$ cat config.mk
export PLATFORM = sky130hd
export DESIGN_NAME = gpp_ports
export DESIGN_NICKNAME = d
export VERILOG_FILES = /design/src/verilog/gpp_ports.v /design/src/verilog/gpp_sync.v /design/src/verilog/gpp_pin_mux.v
export VERILOG_INCLUDE_DIRS = /design/src /design/src/verilog
export SDC_FILE = /design/constraint.sdc
export NUM_CORES = 1
export LEC_CHECK = 0
export BUFFER_PORTS_ARGS = -buffer_cell sky130_fd_sc_hd__buf_2
export CAP_MARGIN = 20
export CORE_ASPECT_RATIO = 1.25
export CORE_MARGIN = 1.5
export CORE_UTILIZATION = 50
export CTS_BUF_LIST = sky130_fd_sc_hd__clkbuf_4
export CTS_CLUSTER_DIAMETER = 100
export CTS_CLUSTER_SIZE = 16
export DETAILED_ROUTE_END_ITERATION = 12
export HOLD_SLACK_MARGIN = 0.03
export PLACE_DENSITY = 0.78
export RECOVER_POWER = 50
export SLEW_MARGIN = 40
export SYNTH_ARGS = -nofsm -noshare
export SYNTH_HDL_FRONTEND = slang
export SYNTH_SLANG_ARGS = --single-unit
$ cat constraint.sdc
create_clock -name mclk -period 3 [get_ports mclk]
set_input_delay 0.15 -clock mclk [delete_from_list [all_inputs] [get_ports mclk]]
set_output_delay 0.15 -clock mclk [all_outputs]
set_load 0.03 [all_outputs]
$ cat src/verilog/gpp_defines.vh
// Register map, field positions and reset values for the port block.
`ifndef GPP_DEFINES_VH
`define GPP_DEFINES_VH
`define GPP_AW              8
`define GPP_DW              8
`define GPP_ADDR_TWO_DATA   8'h06
`define GPP_ADDR_THREE_DATA 8'h07
`define GPP_ADDR_FOUR_DATA  8'h08
`define GPP_ADDR_OPTION     8'h81
`define GPP_ADDR_TWO_DIR    8'h86
`define GPP_ADDR_THREE_DIR  8'h87
`define GPP_ADDR_FOUR_DIR   8'h88
`define GPP_ADDR_FIVE_DIR   8'h89
`define GPP_ADDR_INTCTL     8'h0b
`define GPP_RST_DIR         8'hff
`define GPP_RST_OPTION      8'hff
`define GPP_RST_FIVE_DIR    8'h07
`define GPP_ZERO            8'h00
`define GPP_BIT_PULLUP_N    7
`define GPP_BIT_EDGE_SEL    6
`define GPP_BIT_SLAVE_MODE  4
`define GPP_BIT_CHANGE_FLAG 0
`define GPP_BIT_EXT_FLAG    1
`define GPP_CHANGE_MASK     8'hf0
`endif

$ cat src/verilog/gpp_ports.v
// General purpose ports two, three and four with register access.
//
// What this block does
// - Direction one floats pin, zero drives latch.
// - Three eight-bit ports, per-bit direction.
// - Port two bit zero is external interrupt.
// - Port two bits seven to four detect change.
// - Software controlled weak pull-up on port two.
// - Pull-up enable low bit7, edge bit6.
// - Directions and option reset to all ones, except port five direction, which resets to 8'h07.
// - Data latches not reset.
// - Enabled peripheral overrides port three direction.
// - Port three bits zero to two share timer/capture.
// - Port three bits three to five serial.
// - Slave mode hands port four to slave port.
// - Port two bits six, seven serial programming.
// - Read returns pins (port four latch in slave mode), write updates latch, except port four while the slave port drives.
// - Input mismatch against value captured at last read or write sets flag.
// - Pull-up off for outputs and at reset.
// - Access ends mismatch; persisting mismatch sets flag.
`timescale 1ns/1ps
`include "gpp_defines.vh"
module gpp_ports (
   input  wire       mclk,
   input  wire       rst_b,
   input  wire [7:0] addr,
   input  wire [7:0] wdata,
   input  wire       wr_stb,
   input  wire       rd_stb,
   output reg  [7:0] rdata,
   input  wire [7:0] two_pin_in,
   output wire [7:0] two_pin_out,
   output wire [7:0] two_pin_oe_n,
   output wire [7:0] two_pullup_on,
   input  wire [7:0] three_pin_in,
   output wire [7:0] three_pin_out,
   output wire [7:0] three_pin_oe_n,
   input  wire [7:0] three_ovr_en,
   input  wire [7:0] three_ovr_dir,
   input  wire [7:0] three_ovr_dat,
   output wire [7:0] three_periph_in,
   input  wire [7:0] four_pin_in,
   output wire [7:0] four_pin_out,
   output wire [7:0] four_pin_oe_n,
   input  wire [7:0] slave_port_data,
   input  wire       slave_port_drive,
   output wire [7:0] slave_port_pins,
   output wire       slave_port_mode,
   input  wire       serial_prog_mode,
   output wire       serial_prog_clk,
   output wire       serial_prog_dat,
   output wire       ext_irq_pin,
   output wire       ext_irq_edge_sel,
   output reg        ext_irq_event,
   output wire       change_irq_flag
);
   reg  [7:0] port_two_data_r;
   reg  [7:0] port_three_data_r;
   reg  [7:0] port_four_data_r;
   reg  [7:0] option_config_r;
   reg  [7:0] port_two_direction_r;
   reg  [7:0] port_three_direction_r;
   reg  [7:0] port_four_direction_r;
   reg  [7:0] port_five_direction_r;
   reg  [7:0] two_last_read_r;
   reg        change_flag_r;
   reg        ext_flag_r;
   reg        int_prev_r;
   reg  [7:0] rdata_nxt;
   wire [7:0] two_sync;
   wire [7:0] three_sync;
   wire [7:0] four_sync;
   wire [7:0] three_eff_dir;
   wire [7:0] four_dir_eff;
   wire [7:0] change_vec;
   wire       mismatch;
   wire       two_access;
   wire       int_edge;

   function [7:0] mask_inputs;
      input [7:0] dir;
      input [7:0] mask;
      begin
         mask_inputs = dir & mask;
      end
   endfunction

   gpp_sync u_sync_two (
      .mclk  (mclk),
      .rst_b (rst_b),
      .d_in  (two_pin_in),
      .q_out (two_sync)
   );

   gpp_sync u_sync_three (
      .mclk  (mclk),
      .rst_b (rst_b),
      .d_in  (three_pin_in),
      .q_out (three_sync)
   );

   gpp_sync u_sync_four (
      .mclk  (mclk),
      .rst_b (rst_b),
      .d_in  (four_pin_in),
      .q_out (four_sync)
   );

   assign two_pin_out   = port_two_data_r;
   assign two_pin_oe_n  = port_two_direction_r;
   assign two_pullup_on = port_two_direction_r &
                          {8{~option_config_r[`GPP_BIT_PULLUP_N]}};

   gpp_pin_mux u_mux_three (
      .latch    (port_three_data_r),
      .dir      (port_three_direction_r),
      .ovr_en   (three_ovr_en),
      .ovr_dir  (three_ovr_dir),
      .ovr_dat  (three_ovr_dat),
      .eff_dir  (three_eff_dir),
      .pin_out  (three_pin_out),
      .pin_oe_n (three_pin_oe_n)
   );
   assign three_periph_in = three_sync;

   assign slave_port_mode = port_five_direction_r[`GPP_BIT_SLAVE_MODE];
   assign four_dir_eff    = slave_port_mode ? {8{~slave_port_drive}}
                                            : port_four_direction_r;
   gpp_pin_mux u_mux_four (
      .latch    (port_four_data_r),
      .dir      (four_dir_eff),
      .ovr_en   (8'h00),
      .ovr_dir  (8'h00),
      .ovr_dat  (8'h00),
      .eff_dir  (),
      .pin_out  (four_pin_out),
      .pin_oe_n (four_pin_oe_n)
   );
   assign slave_port_pins = four_sync;

   assign serial_prog_clk = serial_prog_mode & two_sync[6];
   assign serial_prog_dat = serial_prog_mode & two_sync[7];

   assign ext_irq_pin      = two_sync[0];
   assign ext_irq_edge_sel = option_config_r[`GPP_BIT_EDGE_SEL];
   assign int_edge = ext_irq_edge_sel ? (ext_irq_pin & ~int_prev_r)
                                      : (~ext_irq_pin & int_prev_r);

   // Only inputs among bits seven to four.
   assign change_vec = (two_sync ^ two_last_read_r) &
                       mask_inputs(port_two_direction_r, `GPP_CHANGE_MASK);
   assign mismatch   = |change_vec;
   assign two_access = (rd_stb | wr_stb) && (addr == `GPP_ADDR_TWO_DATA);
   assign change_irq_flag = change_flag_r;

   always @(posedge mclk) begin
      if (wr_stb) begin
         case (addr)
            `GPP_ADDR_TWO_DATA:   port_two_data_r   <= wdata;
            `GPP_ADDR_THREE_DATA: port_three_data_r <= wdata;
            default:              ;
         endcase
      end
      if (slave_port_mode && !slave_port_drive &&
          wr_stb && addr == `GPP_ADDR_FOUR_DATA) begin
         port_four_data_r <= wdata;
      end else if (slave_port_mode && slave_port_drive) begin
         port_four_data_r <= port_four_data_r;
      end else if (wr_stb && addr == `GPP_ADDR_FOUR_DATA) begin
         port_four_data_r <= wdata;
      end
   end

   // Directions and option reset to ones; port five direction resets to 8'h07.
   always @(posedge mclk or negedge rst_b) begin
      if (!rst_b) begin
         option_config_r        <= `GPP_RST_OPTION;
         port_two_direction_r   <= `GPP_RST_DIR;
         port_three_direction_r <= `GPP_RST_DIR;
         port_four_direction_r  <= `GPP_RST_DIR;
         port_five_direction_r  <= `GPP_RST_FIVE_DIR;
      end else if (wr_stb) begin
         case (addr)
            `GPP_ADDR_OPTION:    option_config_r        <= wdata;
            `GPP_ADDR_TWO_DIR:   port_two_direction_r   <= wdata;
            `GPP_ADDR_THREE_DIR: port_three_direction_r <= wdata;
            `GPP_ADDR_FOUR_DIR:  port_four_direction_r  <= wdata;
            `GPP_ADDR_FIVE_DIR:  port_five_direction_r  <= wdata;
            default:             ;
         endcase
      end
   end

   // Change and external interrupt flags; a set beats a clear.
   always @(posedge mclk or negedge rst_b) begin
      if (!rst_b) begin
         two_last_read_r <= `GPP_ZERO;
         change_flag_r   <= 1'b0;
         ext_flag_r      <= 1'b0;
         int_prev_r      <= 1'b0;
         ext_irq_event   <= 1'b0;
      end else begin
         int_prev_r    <= ext_irq_pin;
         ext_irq_event <= int_edge;
         if (two_access) begin
            two_last_read_r <= two_sync;
         end
         if (mismatch && !two_access) begin
            change_flag_r <= 1'b1;
         end else if (wr_stb && addr == `GPP_ADDR_INTCTL &&
                      !wdata[`GPP_BIT_CHANGE_FLAG]) begin
            change_flag_r <= 1'b0;
         end
         if (int_edge) begin
            ext_flag_r <= 1'b1;
         end else if (wr_stb && addr == `GPP_ADDR_INTCTL &&
                      !wdata[`GPP_BIT_EXT_FLAG]) begin
            ext_flag_r <= 1'b0;
         end
      end
   end

   always @* begin
      case (addr)
         `GPP_ADDR_TWO_DATA:   rdata_nxt = two_sync;
         `GPP_ADDR_THREE_DATA: rdata_nxt = three_sync;
         `GPP_ADDR_FOUR_DATA:  rdata_nxt = slave_port_mode ?
                                           port_four_data_r : four_sync;
         `GPP_ADDR_OPTION:     rdata_nxt = option_config_r;
         `GPP_ADDR_TWO_DIR:    rdata_nxt = port_two_direction_r;
         `GPP_ADDR_THREE_DIR:  rdata_nxt = three_eff_dir;
         `GPP_ADDR_FOUR_DIR:   rdata_nxt = port_four_direction_r;
         `GPP_ADDR_FIVE_DIR:   rdata_nxt = port_five_direction_r;
         `GPP_ADDR_INTCTL:     rdata_nxt = {6'h00, ext_flag_r,
                                            change_flag_r};
         default:              rdata_nxt = `GPP_ZERO;
      endcase
   end

   always @(posedge mclk or negedge rst_b) begin
      if (!rst_b) begin
         rdata <= `GPP_ZERO;
      end else if (rd_stb) begin
         rdata <= rdata_nxt;
      end else begin
         rdata <= `GPP_ZERO;
      end
   end
endmodule

$ cat src/verilog/gpp_sync.v
// Two-stage synchroniser for an eight-bit group of pin inputs.
`timescale 1ns/1ps
module gpp_sync (
   input  wire       mclk,
   input  wire       rst_b,
   input  wire [7:0] d_in,
   output reg  [7:0] q_out
);
   reg [7:0] meta_r;

   always @(posedge mclk or negedge rst_b) begin
      if (!rst_b) begin
         meta_r <= 8'h00;
         q_out  <= 8'h00;
      end else begin
         meta_r <= d_in;
         q_out  <= meta_r;
      end
   end
endmodule

$ cat src/verilog/gpp_pin_mux.v
// Per-bit pin driver: direction override and output enable.
`timescale 1ns/1ps
module gpp_pin_mux (
   input  wire [7:0] latch,
   input  wire [7:0] dir,
   input  wire [7:0] ovr_en,
   input  wire [7:0] ovr_dir,
   input  wire [7:0] ovr_dat,
   output wire [7:0] eff_dir,
   output wire [7:0] pin_out,
   output wire [7:0] pin_oe_n
);
   assign eff_dir  = (ovr_en & ovr_dir) | (~ovr_en & dir);
   assign pin_out  = (ovr_en & ovr_dat) | (~ovr_en & latch);
   assign pin_oe_n = eff_dir;
endmodule

After elaboration in Yosys (flattened, before gate mapping)
Cells that the tools add are included.
{ "word_totals": {"n_memories": 0, "register_bits": 132, "elab_cells": 87, "rom_bits": 0, "mem_bits_rw": 0, "latchBits": 0} }
{ "classes": {"magnitude_cmp": 0, "eq_ne": 10, "mux": 12, "n_reduce_logical": 26, "n_addsub": 0, "multipliers": 0, "bitwise": 19, "n_shift": 0, "div_mod_pow": 0} }
{ "ops": {"columns": ["op", "count"], "rows": [
  ["8-bit case mux with 9 select lines", 1],
  ["8-bit AND", 6],
  ["8-bit 2-to-1 mux", 6],
  ["8-bit == test (second input constant)", 5],
  ["8-bit by 3-bit == test with 1-bit output (second input constant)", 2],
  ["8-bit by 4-bit == test with 1-bit output (second input constant)", 2],
  ["8-bit OR", 2],
  ["2-bit AND reduction", 8],
  ["1-bit logical AND", 10],
  ["8-bit NOT", 1],
  ["8-bit OR reduction", 1],
  ["8-bit XOR", 1],
  ["2-bit nonzero test", 3],
  ["1-bit 2-to-1 mux", 5],
  ["1-bit AND", 4],
  ["1-bit logical NOT", 4],
  ["1-bit NOT", 4],
  ["2-bit inequality test (second input constant)", 1],
  ["1-bit OR", 1]
]} }

Depth between registers and ports, before layout
Gate-level depths: netlist of the first run.
{ "depth": {"depth_word": 6, "mapped_depth": 7, "depth_no_buf": 4} }

Cells and area by module
From an unflattened synthesis of the first run, not the netlist that was laid out.
{ "hier_totals": {"hier_cells": 379, "area_unflattened_um2": 5651.7} }
{ "by_module_without_submodules": {"columns": ["module", "seq_area_each_um2", "area_per_inst_um2", "cells_per_inst", "n_inst"], "rows": [
  ["gpp_ports", 2165.8, 3865.0, 283, 1],
  ["gpp_sync", 400.4, 400.4, 16, 3],
  ["gpp_pin_mux", 0.0, 292.8, 24, 2]
]} }

Worst setup path before layout of the first run
No wires, ideal clock.
{ "synth_path": {"path_type": "register -> register", "start": "register port_five_direction_r[4]", "end": "register port_four_data_r[0], enable pin", "required_time_ps": 2630, "path_stages_with_launch": 6, "setup_time_ps": 370, "path_buffers": 2, "arrival_time_ps": 1531, "path_slack_ps": 1099, "period_less_slack_ps": 1901, "path_cell_list": "dfrtp_1 buf_2 buf_1 nand2_1 nand2_1 nor2_1"} }
{ "synth_via": {"elab_chain_cells": 5} }
{ "synth_lines": {"columns": ["item", "line_no", "rtl"], "rows": [
  ["start: declaration", "gpp_ports.v:64", "reg [7:0] port_five_direction_r;"],
  ["start signal: assignment", "gpp_ports.v:181", "port_five_direction_r <= `GPP_RST_FIVE_DIR;"],
  ["start signal: assignment", "gpp_ports.v:188", "`GPP_ADDR_FIVE_DIR: port_five_direction_r <= wdata;"],
  ["1-bit logical AND (2 in a row)", "gpp_ports.v:164", "if (slave_port_mode && !slave_port_drive &&"],
  ["1-bit logical AND (no source line)", null, null],
  ["2-bit inequality test (no source line) or 2-bit nonzero test (tied branches)", null, null],
  ["2-bit AND reduction (no source line) *", null, null],
  ["end signal: assignment", "gpp_ports.v:166", "port_four_data_r <= wdata;"],
  ["end signal: assignment", "gpp_ports.v:168", "port_four_data_r <= port_four_data_r;"],
  ["end signal: assignment", "gpp_ports.v:170", "port_four_data_r <= wdata;"],
  ["end: declaration", "gpp_ports.v:59", "reg [7:0] port_four_data_r;"]
]} }
Mark *: on every way between the ends. The rest lies on a longest branch, timed or not.
A chain may end at the register's enable or synchronous reset.

Worst setup path in the final report of the first run
{ "layout_path": {"start": "register port_five_direction_r[4]", "end": "register rdata[5]"} }
{ "layout_via": {"elab_chain_cells": 3} }
{ "layout_lines": {"columns": ["item", "line_no", "rtl"], "rows": [
  ["8-bit 2-to-1 mux", "gpp_ports.v:227", "`GPP_ADDR_FOUR_DATA: rdata_nxt = slave_port_mode ?"],
  ["8-bit case mux with 9 select lines", "gpp_ports.v:224", "case (addr)"],
  ["8-bit 2-to-1 mux", "gpp_ports.v:243", "end else if (rd_stb) begin"],
  ["end signal: assignment", "gpp_ports.v:242", "rdata <= `GPP_ZERO;"],
  ["end signal: assignment", "gpp_ports.v:244", "rdata <= rdata_nxt;"],
  ["end signal: assignment", "gpp_ports.v:246", "rdata <= `GPP_ZERO;"],
  ["end: declaration", "gpp_ports.v:30", "output reg [7:0] rdata,"]
]} }
No other way between the ends.

==> flow_metrics.env, run 1 <==
export IMPL_status="finished, violations left"
export IMPL_syn_to_final_growth_pct=30.0
export IMPL_worstPathRequired_ps=3380
export IMPL_synth_most_common_cell="mux2_2"
export IMPL_clk_pin_slew_worst_paths_ps=120
export IMPL_maxSlewViolCount=0
export IMPL_maxCapViolations=1
export IMPL_drc=0
export IMPL_grt_start_max_net_pins=62
export IMPL_ys_warn_count=0
export IMPL_synth_area_sq_mm=0.00526
export IMPL_row_count=41
export IMPL_antenna_found_initial=1
export IMPL_rsz0062_at_grt="false"
export IMPL_cpPeakStageDelay_ps=370
export IMPL_cp_top_family="compound AO/OA/AOI/OAI gates"
export IMPL_synth_seq_cells=128
export IMPL_synth_seq_area_share_pct=64.0
export IMPL_clk_latency_ps=530
export IMPL_crit_buf_inv=1
export IMPL_critical_path_startpoint_type="register"
export IMPL_worst_pin_slew_ps=1490
export IMPL_fin_ws_ps=1170
export IMPL_ys_top_cells_by_count="mux2_2 (70), dfrtp_1 (69), dfstp_2 (35), edfxtp_1 (24), nor2b_1 (11)"
export IMPL_max_freq_mhz=547
export IMPL_post_route_util_pct=67.3
export IMPL_cp_depth=5
export IMPL_wl_mm=13.0
export IMPL_dr_pass1_iters=6
export IMPL_r2r_end="rdata[5]"
export IMPL_synthCells=352
export IMPL_final_cell_area_sq_mm=0.00683
export IMPL_drive_gt1_share_pct=53.7
export IMPL_hold_path_class="in2reg"
export IMPL_core_area_sq_mm=0.0102
export IMPL_start_util_pct=51.8
export IMPL_htreeDepth=4
export IMPL_ys_top_cells_by_area="dfrtp_1 (33%), dfstp_2 (17%), mux2_2 (15%)"
export IMPL_die_w_microns=94.7
export IMPL_ant_nets=0
export IMPL_synth_top_area_share_pct=32.8
export IMPL_routabilityCongestion=0.894
export IMPL_yosys_most_used_dff="dfrtp_1"
export IMPL_fp_dieH_microns=118
export IMPL_r2r_start="port_five_direction_r[4]"
export IMPL_period_needed_ps=1830
export IMPL_pin_count=165
export IMPL_grt_pass1_vias=3900
export IMPL_grt_pass1_wl_mm=20.1
export IMPL_critical_path_class="reg2reg"
export IMPL_grt_overflow=0
export IMPL_synth_edf_count=24
export IMPL_slew_headroom_pct=0.723
export IMPL_critPathMaxFanout=19
export IMPL_violations="max-capacitance violations"
export IMPL_place_worst_setup_slack_ps=1050
export IMPL_routedWlPerCell_microns=18.8
export IMPL_port_buffers=156
export IMPL_startpoint="port_five_direction_r[4]"
export IMPL_fin_setup_tns_ps=0
export IMPL_power_leakage_nw=3.12
export IMPL_cp_endpoint="rdata[5]"
export IMPL_r2r_setup_slack_ps=1170
export IMPL_syn_nets=430
export IMPL_max_clock_path_buffers=2
export IMPL_cp_arrival_ps=2210
export IMPL_synth_largest_area_cell="dfrtp_1"
export IMPL_final_hold_violation_count=0
export IMPL_num_vias=3816
export IMPL_die_area_sq_mm=0.0111
export IMPL_cts_root_buf="clkbuf_4"
export IMPL_dp_hpwl_mm=9.11
export IMPL_cts_sinks=128
export IMPL_r2r_cells=5
export IMPL_numCtsBuffers=17
export IMPL_placed_area_sq_mm=0.00614
export IMPL_fin_skew_ps=15.5
export IMPL_finalSetupViolations=0
export IMPL_syn_avg_cell_area_sq_um=14.9
export IMPL_cp_cell_sequence="buf_4, mux2_2, a221oi_1, a21o_1, a41oi_1"
export IMPL_synth_cell_type_count=53
export IMPL_crit_slowest_cell="mux2_2"
export IMPL_powerDensity_mw_per_mm2=544
export IMPL_async_flop_share_pct=81.3
export IMPL_period_share_pct=61.0
export IMPL_grtUsageTotal_pct=24.5
export IMPL_via_per_inst=5.50
export IMPL_cts_tree="built"
export IMPL_final_nets=629
export IMPL_vdd_drop_max_v=0.000353
export IMPL_worstSetupEndpointType="register"
export IMPL_drt_initial_drc_count=381
-- cell usage in the layout, fill, tap and decap left out, types with 4 or more instances in the layout --
master and count:
a21oi_1 8, a221oi_1 6, a22o_1 4, a22oi_1 6, buf_2 147, buf_4 8
bufinv_16 5, clkbuf_1 8, clkbuf_4 18, clkinv_4 4, dfrtp_1 69, dfstp_2 35
dlygate4sd3_1 35, edfxtp_1 24, mux2_2 70, nand2_1 9, nand2_2 5, nand3_1 8
nor2b_1 11, nor4bb_1 4, o21a_1 9, o21ai_0 7, xor2_1 4
-- final cells by class --
type	instances	area, sq um
diodes	1	2.50
clock buffers	18	135
clock inverters	14	214
fillers	788	3320
inverters	3	11.3
multi-input cells	202	1760
flip-flops and latches	128	3370
well taps	129	161
repair buffers	199	1180
-- sequential cells by signal (all words and copies together) (netlist names), 8 cells and up --
signal                  cells
option_config_r             8
port_three_data_r           8
u_sync_two.q_out            8
port_five_direction_r       8
u_sync_four.q_out           8
u_sync_two.meta_r           8
rdata                       8
u_sync_three.q_out          8
u_sync_three.meta_r         8
port_four_data_r            8
port_four_direction_r       8
two_pin_oe_n                8
port_three_direction_r      8
two_pin_out                 8
u_sync_four.meta_r          8
-- stage by stage --
| step | hold WS [ps] | std cells | power (mW) |
|---|---|---|---|
| global placement | 257 | 626 | 2.32 |
| global route | 79.6 | 694 | 3.86 |
| CTS | 36.7 | 693 | 3.75 |
| floorplan | -146 | 352 | 2.16 |
| detailed placement | 259 | 626 | 2.33 |
| finish | 75.9 | 694 | 3.72 |
-- logic make-up (layout without fill, tap and decap cells) --
group | count (synthesis) | after routing | share of synthesized area (%)
AO/OA/AOI/OAI | 62 | 62 | 8.88
other | 0 | 1 | 0
flip-flops | 128 | 128 | 64.0
buffers and inverters | 22 | 234 | 2.52
AND/OR/NAND/NOR | 63 | 63 | 8.33
XOR/XNOR | 4 | 4 | 0.666
multiplexers | 73 | 73 | 15.6
-- worst register-to-register path: cells and delay by family, from the launching register on --
| family | cells | cell delay, ps |
|---|---|---|
| flops | 1 | 360 |
| mux | 1 | 370 |
| compound gates | 3 | 640 |
| buf+inv | 1 | 300 |
-- power by group --
| part | total [mW] | leakage, nW | internal, mW | switching (mW) |
|---|---|---|---|---|
| clock | 1.39 | 0.185 | 0.755 | 0.636 |
| combinational | 0.434 | 1.52 | 0.175 | 0.258 |
| sequential | 1.90 | 1.41 | 1.85 | 0.0423 |
-- what timing repair did --
| item | CTS | global route |
|---|---|---|
| setup buffers | 0 | 0 |
| hold buffers | 35 | 0 |
| resized for setup | 0 | 0 |
| hold endpoints to repair | 132 | 0 |
-- worst min-delay path by stage --
stage                              start                    end  slack [ps]  cells after the start
after global placement             rst_b  u_sync_four.meta_r[1]         260                      1
after global routing              wr_stb             ext_flag_r          80                      4
after CTS                         wr_stb             ext_flag_r          40                      4
after floorplan                    rst_b        change_irq_flag        -150                      0
after detailed placement  four_pin_in[7]  u_sync_four.meta_r[7]         260                      1
final                             wr_stb             ext_flag_r          80                      4
-- per-layer routing --
layer	vias to the layer above	share of wire [%]	track usage (%)
li1	1720	-	-
met1	1881	40	30.4
met2	179	51	39.2
met3	36	6.4	6.65
met4	0	3.0	11.7
met5	-	0	0
Power figures use the tool's default switching activity.
==> run 2: changes to the inputs <==
ABC_AREA = 1   (was not set)
CORE_UTILIZATION = 48   (was 50)
PLACE_DENSITY = 0.79   (was 0.78)
clock period = 1.6 ns   (was 3 ns; I/O delays follow)
==> run 2 against run 1 <==
Compared with the run above: the flow finishes with violations (negative setup slack); sequential share of layout area decreased by 2.7 points; setup slack got worse by 1300 ps; die area increased by 5.9%; register-to-register slack got worse by 1000 ps; clock-buffer cell count increased by 3; design area increased by 5.9%; critical path type is now reg2out; largest power group unchanged; highest routed layer unchanged.
==> flow_metrics.env, run 2 <==
export IMPL_clk_latency_ps=540
export IMPL_p_int_mw=4.70
export IMPL_synth_xor_area_share_pct=0
export IMPL_critical_path_startpoint_type="register"
export IMPL_cp_top_family="flip-flops"
export IMPL_ys_warn_count=0
export IMPL_clk_pin_slew_worst_paths_ps=110
export IMPL_drive_gt1_share_pct=37.9
export IMPL_max_freq_mhz=593
export IMPL_worstPathRequired_ps=1520
export IMPL_ant_nets=0
export IMPL_slew_headroom_pct=44.6
export IMPL_synth_cell_type_count=28
export IMPL_routedWlPerCell_microns=17.5
export IMPL_yosys_most_used_dff="dfrtp_1"
export IMPL_rsz0062_at_grt="true"
export IMPL_pin_count=165
export IMPL_synth_seq_cells=128
export IMPL_wl_mm=15.7
export IMPL_finalSetupViolations=8
export IMPL_synthCells=532
export IMPL_htreeDepth=4
export IMPL_max_clock_path_buffers=2
export IMPL_crit_slowest_cell="dfrtp_2"
export IMPL_dp_cells=823
export IMPL_dr_pass1_iters=5
export IMPL_synth_area_sq_mm=0.00535
export IMPL_synth_top_area_share_pct=32.3
export IMPL_switching_share_pct=28.9
export IMPL_fin_ws_ps=-86.3
export IMPL_fin_skew_ps=16.4
export IMPL_die_area_sq_mm=0.0118
export IMPL_synth_top_family_by_area="simple AND/OR/NAND/NOR gates"
export IMPL_port_buffers=156
export IMPL_powerDensity_mw_per_mm2=913
export IMPL_p_seq_share_pct=54.6
export IMPL_worst_pin_slew_ps=831
export IMPL_cp_arrival_ps=1610
export IMPL_drt_initial_drc_count=447
export IMPL_synthSimpleGateAreaFrac_pct=20.3
export IMPL_period_needed_ps=1690
export IMPL_start_util_pct=49.9
export IMPL_grtUsageTotal_pct=27.2
export IMPL_syn_nets=610
export IMPL_maxSlewViolCount=0
export IMPL_antenna_found_initial=1
export IMPL_synth_edf_count=24
export IMPL_cts_sinks=128
export IMPL_syn_to_final_growth_pct=35.3
export IMPL_power_leakage_nw=3.59
export IMPL_cts_tree="built"
export IMPL_final_hold_violation_count=0
export IMPL_core_area_sq_mm=0.0107
export IMPL_switching_power_mw=1.91
export IMPL_grt_pass1_wl_mm=24.2
export IMPL_final_common_cell="buf_2"
export IMPL_critical_path_class="reg2out"
export IMPL_synth_adder_area_share_pct=0
export IMPL_vdd_drop_max_v=0.000705
export IMPL_grt_start_max_net_pins=38
export IMPL_routabilityCongestion=0.904
export IMPL_row_count=42
export IMPL_p_total_mw=6.61
export IMPL_worstSetupEndpointType="output port"
export IMPL_critPathMaxFanout=8
export IMPL_pwr_share_comb_pct=16.1
export IMPL_yosys_mux_area_fraction_pct=1.68
export IMPL_grt_overflow=0
export IMPL_violations="negative setup slack"
export IMPL_final_nets=832
export IMPL_cp_cell_sequence="nand2_2, clkinv_4, buf_12, a21oi_4, buf_6"
export IMPL_synth_most_common_cell="nand2_1"
export IMPL_synth_seq_area_share_pct=62.9
export IMPL_fin_setup_tns_ps=-512
export IMPL_dp_hpwl_mm=10.8
export IMPL_fin_hold_ws_ps=84.0
export IMPL_cpPeakStageDelay_ps=470
export IMPL_period_share_pct=105
export IMPL_grt_pass1_vias=4915
export IMPL_layout_common_cells="buf_2 (130), nand2_1 (119), dfrtp_1 (68)"
export IMPL_fin_cells=899
export IMPL_async_flop_share_pct=81.3
export IMPL_synth_compound_area_share_pct=8.32
export IMPL_status="finished, violations left"
export IMPL_cts_root_buf="clkbuf_4"
export IMPL_ys_top_cells_by_area="dfrtp_1 (32%), dfstp_2 (17%), edfxtp_1 (13%)"
export IMPL_via_per_inst=5.25
export IMPL_crit_buf_inv=3
export IMPL_syn_avg_cell_area_sq_um=10.1
export IMPL_fp_dieH_microns=121
export IMPL_maxCapViolations=0
export IMPL_numCtsBuffers=17
export IMPL_power_share_clock_pct=29.3
export IMPL_hold_path_class="in2reg"
export IMPL_ys_top_cells_by_count="nand2_1 (120), dfrtp_1 (69), o21ai_0 (66), inv_1 (57), nand3_1 (43)"
export IMPL_num_vias=4722
export IMPL_drc=0
export IMPL_die_w_microns=97.4
export IMPL_synth_largest_area_cell="dfrtp_1"
## run 2: what timing repair did
item,CTS,global route
cloned,0,0
hold endpoints to repair,183,0
setup endpoints to repair,14,16
pin swaps,0,3
resized for setup,57,13
hold buffers,40,0
buffers inserted,2,4
## run 2: metal layers
layer | global-route usage [%] | up-vias | share of wire [%]
li1 | - | 2159 | -
met1 | 31.3 | 2298 | 37
met2 | 48.3 | 224 | 54
met3 | 6.39 | 41 | 6.8
met4 | 12.1 | 0 | 2.7
met5 | 0 | - | 0
## run 2: cell families after synthesis
| family | count (synthesis) |
|---|---|
| simple gates | 233 |
| flops | 128 |
| buf+inv | 76 |
| mux | 8 |
| compound gates | 87 |
## run 2: worst min-delay path, stage by stage
cell,delay [ps]
buf_2,110
o21ai_2,80
nand2_1,90
nand2_1,50
nor2_1,80
a21oi_1,90
## run 2: stage by stage
stage	area, sq um	util, %	worst slack [ps]
6_report	7240	67.5	-86.3
4_1_cts	7210	67.3	-85.5
3_3_place_gp	6350	59.3	134
5_1_grt	7240	67.5	-135
3_5_place_dp	6350	59.3	121
2_1_floorplan	5350	-	23.6
## run 2: area by class of cell
| class | count | area (sq um) |
|---|---|---|
| Antenna cell | 1 | 2.50 |
| Clock inverter | 10 | 73.8 |
| Inverter | 61 | 239 |
| Clock buffer | 21 | 158 |
| Multi-Input combinational cell | 328 | 1780 |
| Sequential cell | 128 | 3370 |
| Tap cell | 132 | 165 |
| Timing Repair Buffer | 218 | 1460 |
| Fill cell | 862 | 3480 |
## run 2: final timing paths
check                                          from                        end  slack, ps  cells past startpoint
max                        port_five_direction_r[4]           four_pin_oe_n[2]        -90                      5
min                                 three_ovr_en[2]                   rdata[2]         80                      6
max in group asynchronous                     rst_b       u_sync_two.meta_r[0]        210                      3
min in group asynchronous                     rst_b  port_three_direction_r[6]        490                      2
max reg2reg                port_five_direction_r[4]        port_four_data_r[2]        150                      5
min reg2reg                    u_sync_two.meta_r[3]        u_sync_two.q_out[3]        350                      0
## run 2: power by group through the flow
stage                     registers [mW]  logic, mW  clock network, mW
after floorplan                     3.74      0.400                  0
after global placement              3.66      0.846                  0
after detailed placement            3.67      0.870                  0
after CTS                           3.61       1.04               1.96
after global routing                3.62       1.14               2.10
final                               3.61       1.06               1.94
==> run 3: changes to the inputs <==
CORE_UTILIZATION = 49   (was 48)
SYNTH_HIERARCHICAL = 1   (was not set)
==> run 3 against run 2 <==
Compared with the run above: the flow still finishes with violations (negative setup slack); critical path depth up 2; sequential cell count unchanged; synthesized cell count up 16%; first-iteration DRC count down 19%; via count up 5.3%; core utilization down 0.94 points; global-route usage down 3.0 points; maximum frequency up 0.82%; cell count up 13%.
==> flow_metrics.env, run 3 <==
export IMPL_grt_pass1_wl_mm=22.5
export IMPL_rsz0062_at_grt="true"
export IMPL_antenna_found_initial=0
export IMPL_final_nets=944
export IMPL_num_vias=4972
export IMPL_dp_hpwl_mm=10.4
export IMPL_pwr_share_comb_pct=16.2
export IMPL_status="finished, violations left"
export IMPL_powerDensity_mw_per_mm2=890
export IMPL_r2r_start="option_config_r[7]"
export IMPL_synth_edf_count=24
export IMPL_switching_share_pct=28.9
export IMPL_power_leakage_nw=3.92
export IMPL_cts_tree="built"
export IMPL_synth_area_sq_mm=0.00575
export IMPL_synth_seq_cells=128
export IMPL_layout_common_cells="nand2_1 (193), buf_2 (130), dfrtp_1 (69)"
export IMPL_min_delay_path_depth=7
export IMPL_die_w_microns=99.9
export IMPL_wl_mm=14.4
export IMPL_pin_count=165
export IMPL_antennaDiodeCount=0
export IMPL_final_common_cell="nand2_1"
export IMPL_syn_to_final_growth_pct=33.3
export IMPL_cp_cell_sequence="buf_6, clkinv_4, buf_8, a21oi_2, nand2_1, nand2_1, buf_6"
export IMPL_fin_setup_tns_ps=-476
export IMPL_p_total_mw=6.82
export IMPL_dr_pass1_iters=7
export IMPL_grt_pass1_vias=4695
export IMPL_worstSetupEndpointType="output port"
export IMPL_core_area_sq_mm=0.0115
export IMPL_drc=0
export IMPL_worst_pin_slew_ps=857
export IMPL_critPathMaxFanout=8
export IMPL_r2r_end="option_config_r[7]"
export IMPL_place_worst_setup_slack_ps=132
export IMPL_numCtsBuffers=17
export IMPL_ys_top_cells_by_count="nand2_1 (194), dfrtp_1 (69), nand3_1 (60), inv_1 (53), o21ai_0 (45)"
export IMPL_via_per_inst=4.89
export IMPL_hold_path_class="in2reg"
export IMPL_clk_pin_slew_worst_paths_ps=110
export IMPL_synth_largest_area_cell="dfrtp_1"
export IMPL_ys_warn_count=6
export IMPL_maxSlewViolCount=0
export IMPL_clk_latency_ps=540
export IMPL_fp_dieH_microns=124
export IMPL_cpPeakStageDelay_ps=390
export IMPL_synth_most_common_cell="nand2_1"
export IMPL_syn_avg_cell_area_sq_um=9.34
export IMPL_async_flop_share_pct=81.3
export IMPL_synth_cell_type_count=28
export IMPL_yosys_mux_area_fraction_pct=2.09
export IMPL_ant_nets=0
export IMPL_final_hold_violation_count=0
export IMPL_grt_overflow=0
export IMPL_crit_slowest_cell="dfrtp_1"
export IMPL_hold_start="three_ovr_dir[6]"
export IMPL_ys_top_cells_by_area="dfrtp_1 (30%), dfstp_2 (16%), nand2_1 (13%)"
export IMPL_violations="negative setup slack"
export IMPL_row_count=44
export IMPL_slew_headroom_pct=42.8
export IMPL_r2r_setup_slack_ps=70
export IMPL_worstPathRequired_ps=1520
export IMPL_synthCells=615
export IMPL_min_to="rdata[6]"
export IMPL_p_int_mw=4.85
export IMPL_port_buffers=156
export IMPL_period_share_pct=105
export IMPL_synth_seq_area_share_pct=58.6
export IMPL_start_util_pct=49.9
export IMPL_routedWlPerCell_microns=14.2
export IMPL_cts_sinks=128
export IMPL_cp_arrival_ps=1590
export IMPL_drt_initial_drc_count=362
export IMPL_power_share_clock_pct=31.3
export IMPL_critical_path_startpoint_type="register"
export IMPL_max_clock_path_buffers=2
export IMPL_period_needed_ps=1670
export IMPL_critical_path_class="reg2out"
export IMPL_synth_top_area_share_pct=30.1
export IMPL_synth_xor_area_share_pct=0.305
export IMPL_r2r_cells=4
export IMPL_drive_gt1_share_pct=32.7
export IMPL_cts_root_buf="clkbuf_4"
export IMPL_routabilityCongestion=0.870
export IMPL_grtUsageTotal_pct=24.2
export IMPL_max_freq_mhz=598
export IMPL_fin_ws_ps=-72.5
export IMPL_synthSimpleGateAreaFrac_pct=25.6
export IMPL_maxCapViolations=0
export IMPL_synth_compound_area_share_pct=5.57
export IMPL_fin_skew_ps=14.5
export IMPL_switching_power_mw=1.97
export IMPL_finalSetupViolations=11
export IMPL_synth_adder_area_share_pct=0
export IMPL_vdd_drop_max_v=0.000554
export IMPL_p_seq_share_pct=52.5
export IMPL_die_area_sq_mm=0.0124
export IMPL_grt_start_max_net_pins=38
export IMPL_synth_top_family_by_area="simple AND/OR/NAND/NOR gates"
export IMPL_htreeDepth=4
export IMPL_yosys_most_used_dff="dfrtp_1"
-- run 3: cell types whose count changed in the layout (fill, tap and decap cells not counted), sizes merged, moves of 4 or more --
cell,delta
o21ai,-22
buf,+6
conb,+40
nand3,+16
nand2,+75
nand4,+4
clkbuf,-4
-- run 3: repair_timing --
action | CTS | global route
endpoints found under the hold margin | 175 | 0
setup buffers | 5 | 4
hold buffers | 41 | 0
resized for setup | 29 | 26
setup endpoints to repair | 8 | 25
pin swaps | 3 | 6
-- run 3: through the flow --
step	utilization, %	hold WS (ps)	area [sq um]	instances
after floorplan	-	-216	5900	654
after global placement	59.2	68.3	6810	936
after detailed placement	59.2	66.1	6810	936
after CTS	66.3	31.2	7620	1014
after global routing	66.6	110	7660	1017
final	66.6	86.8	7660	1017
-- run 3: cell families (layout without fill, tap and decap cells) --
group	after synthesis	after routing
and+or+nand+nor	325	325
DFF	128	128
buffers and inverters	88	313
AOI/OAI and AO/OA	63	63
muxes	8	8
xor gates and xnor gates	2	2
other	1	40
-- run 3: critical path, delay by kind of cell (launching register included) --
kind | cells | cell delay (ps)
simple gates | 2 | 120
flops | 1 | 390
buf+inv | 4 | 430
compound gates | 1 | 120
-- run 3: power groups by stage --
stage	combinational (mW)	clock [mW]	sequential, mW
CTS	1.08	2.16	3.58
global placement	0.933	0	3.64
floorplan	0.501	0	3.71
finish	1.10	2.13	3.58
global route	1.21	2.28	3.60
detailed placement	0.944	0	3.64
-- run 3: cell type report --
class | count | area [sq um]
Clock inverter | 14 | 136
Timing Repair Buffer | 225 | 1510
Multi-Input combinational cell | 438 | 2120
Clock buffer | 18 | 135
Inverter | 56 | 219
Sequential cell | 128 | 3370
Tap cell | 138 | 173
Fill cell | 912 | 3840
-- run 3: worst max-delay path by stage --
stage	cells after the start	from	slack (ps)	to
6_report	7	port_five_direction_r[4]	-70	four_pin_oe_n[1]
4_1_cts	7	port_five_direction_r[4]	-100	four_pin_oe_n[1]
3_5_place_dp	7	addr[6]	130	port_five_direction_r[4]
5_1_grt	7	port_five_direction_r[4]	-210	four_pin_oe_n[2]
2_1_floorplan	4	port_five_direction_r[4]	7	port_four_data_r[0]
3_3_place_gp	8	addr[4]	180	port_three_data_r[6]
-- run 3: routing by layer --
metal | vias to the layer above | part of all wire (%) | track usage [%]
met5 | - | 0 | 0
met4 | 0 | 3.5 | 12.1
met3 | 38 | 5.2 | 5.95
met2 | 178 | 52 | 41.2
li1 | 2430 | - | -
met1 | 2326 | 39 | 28.6
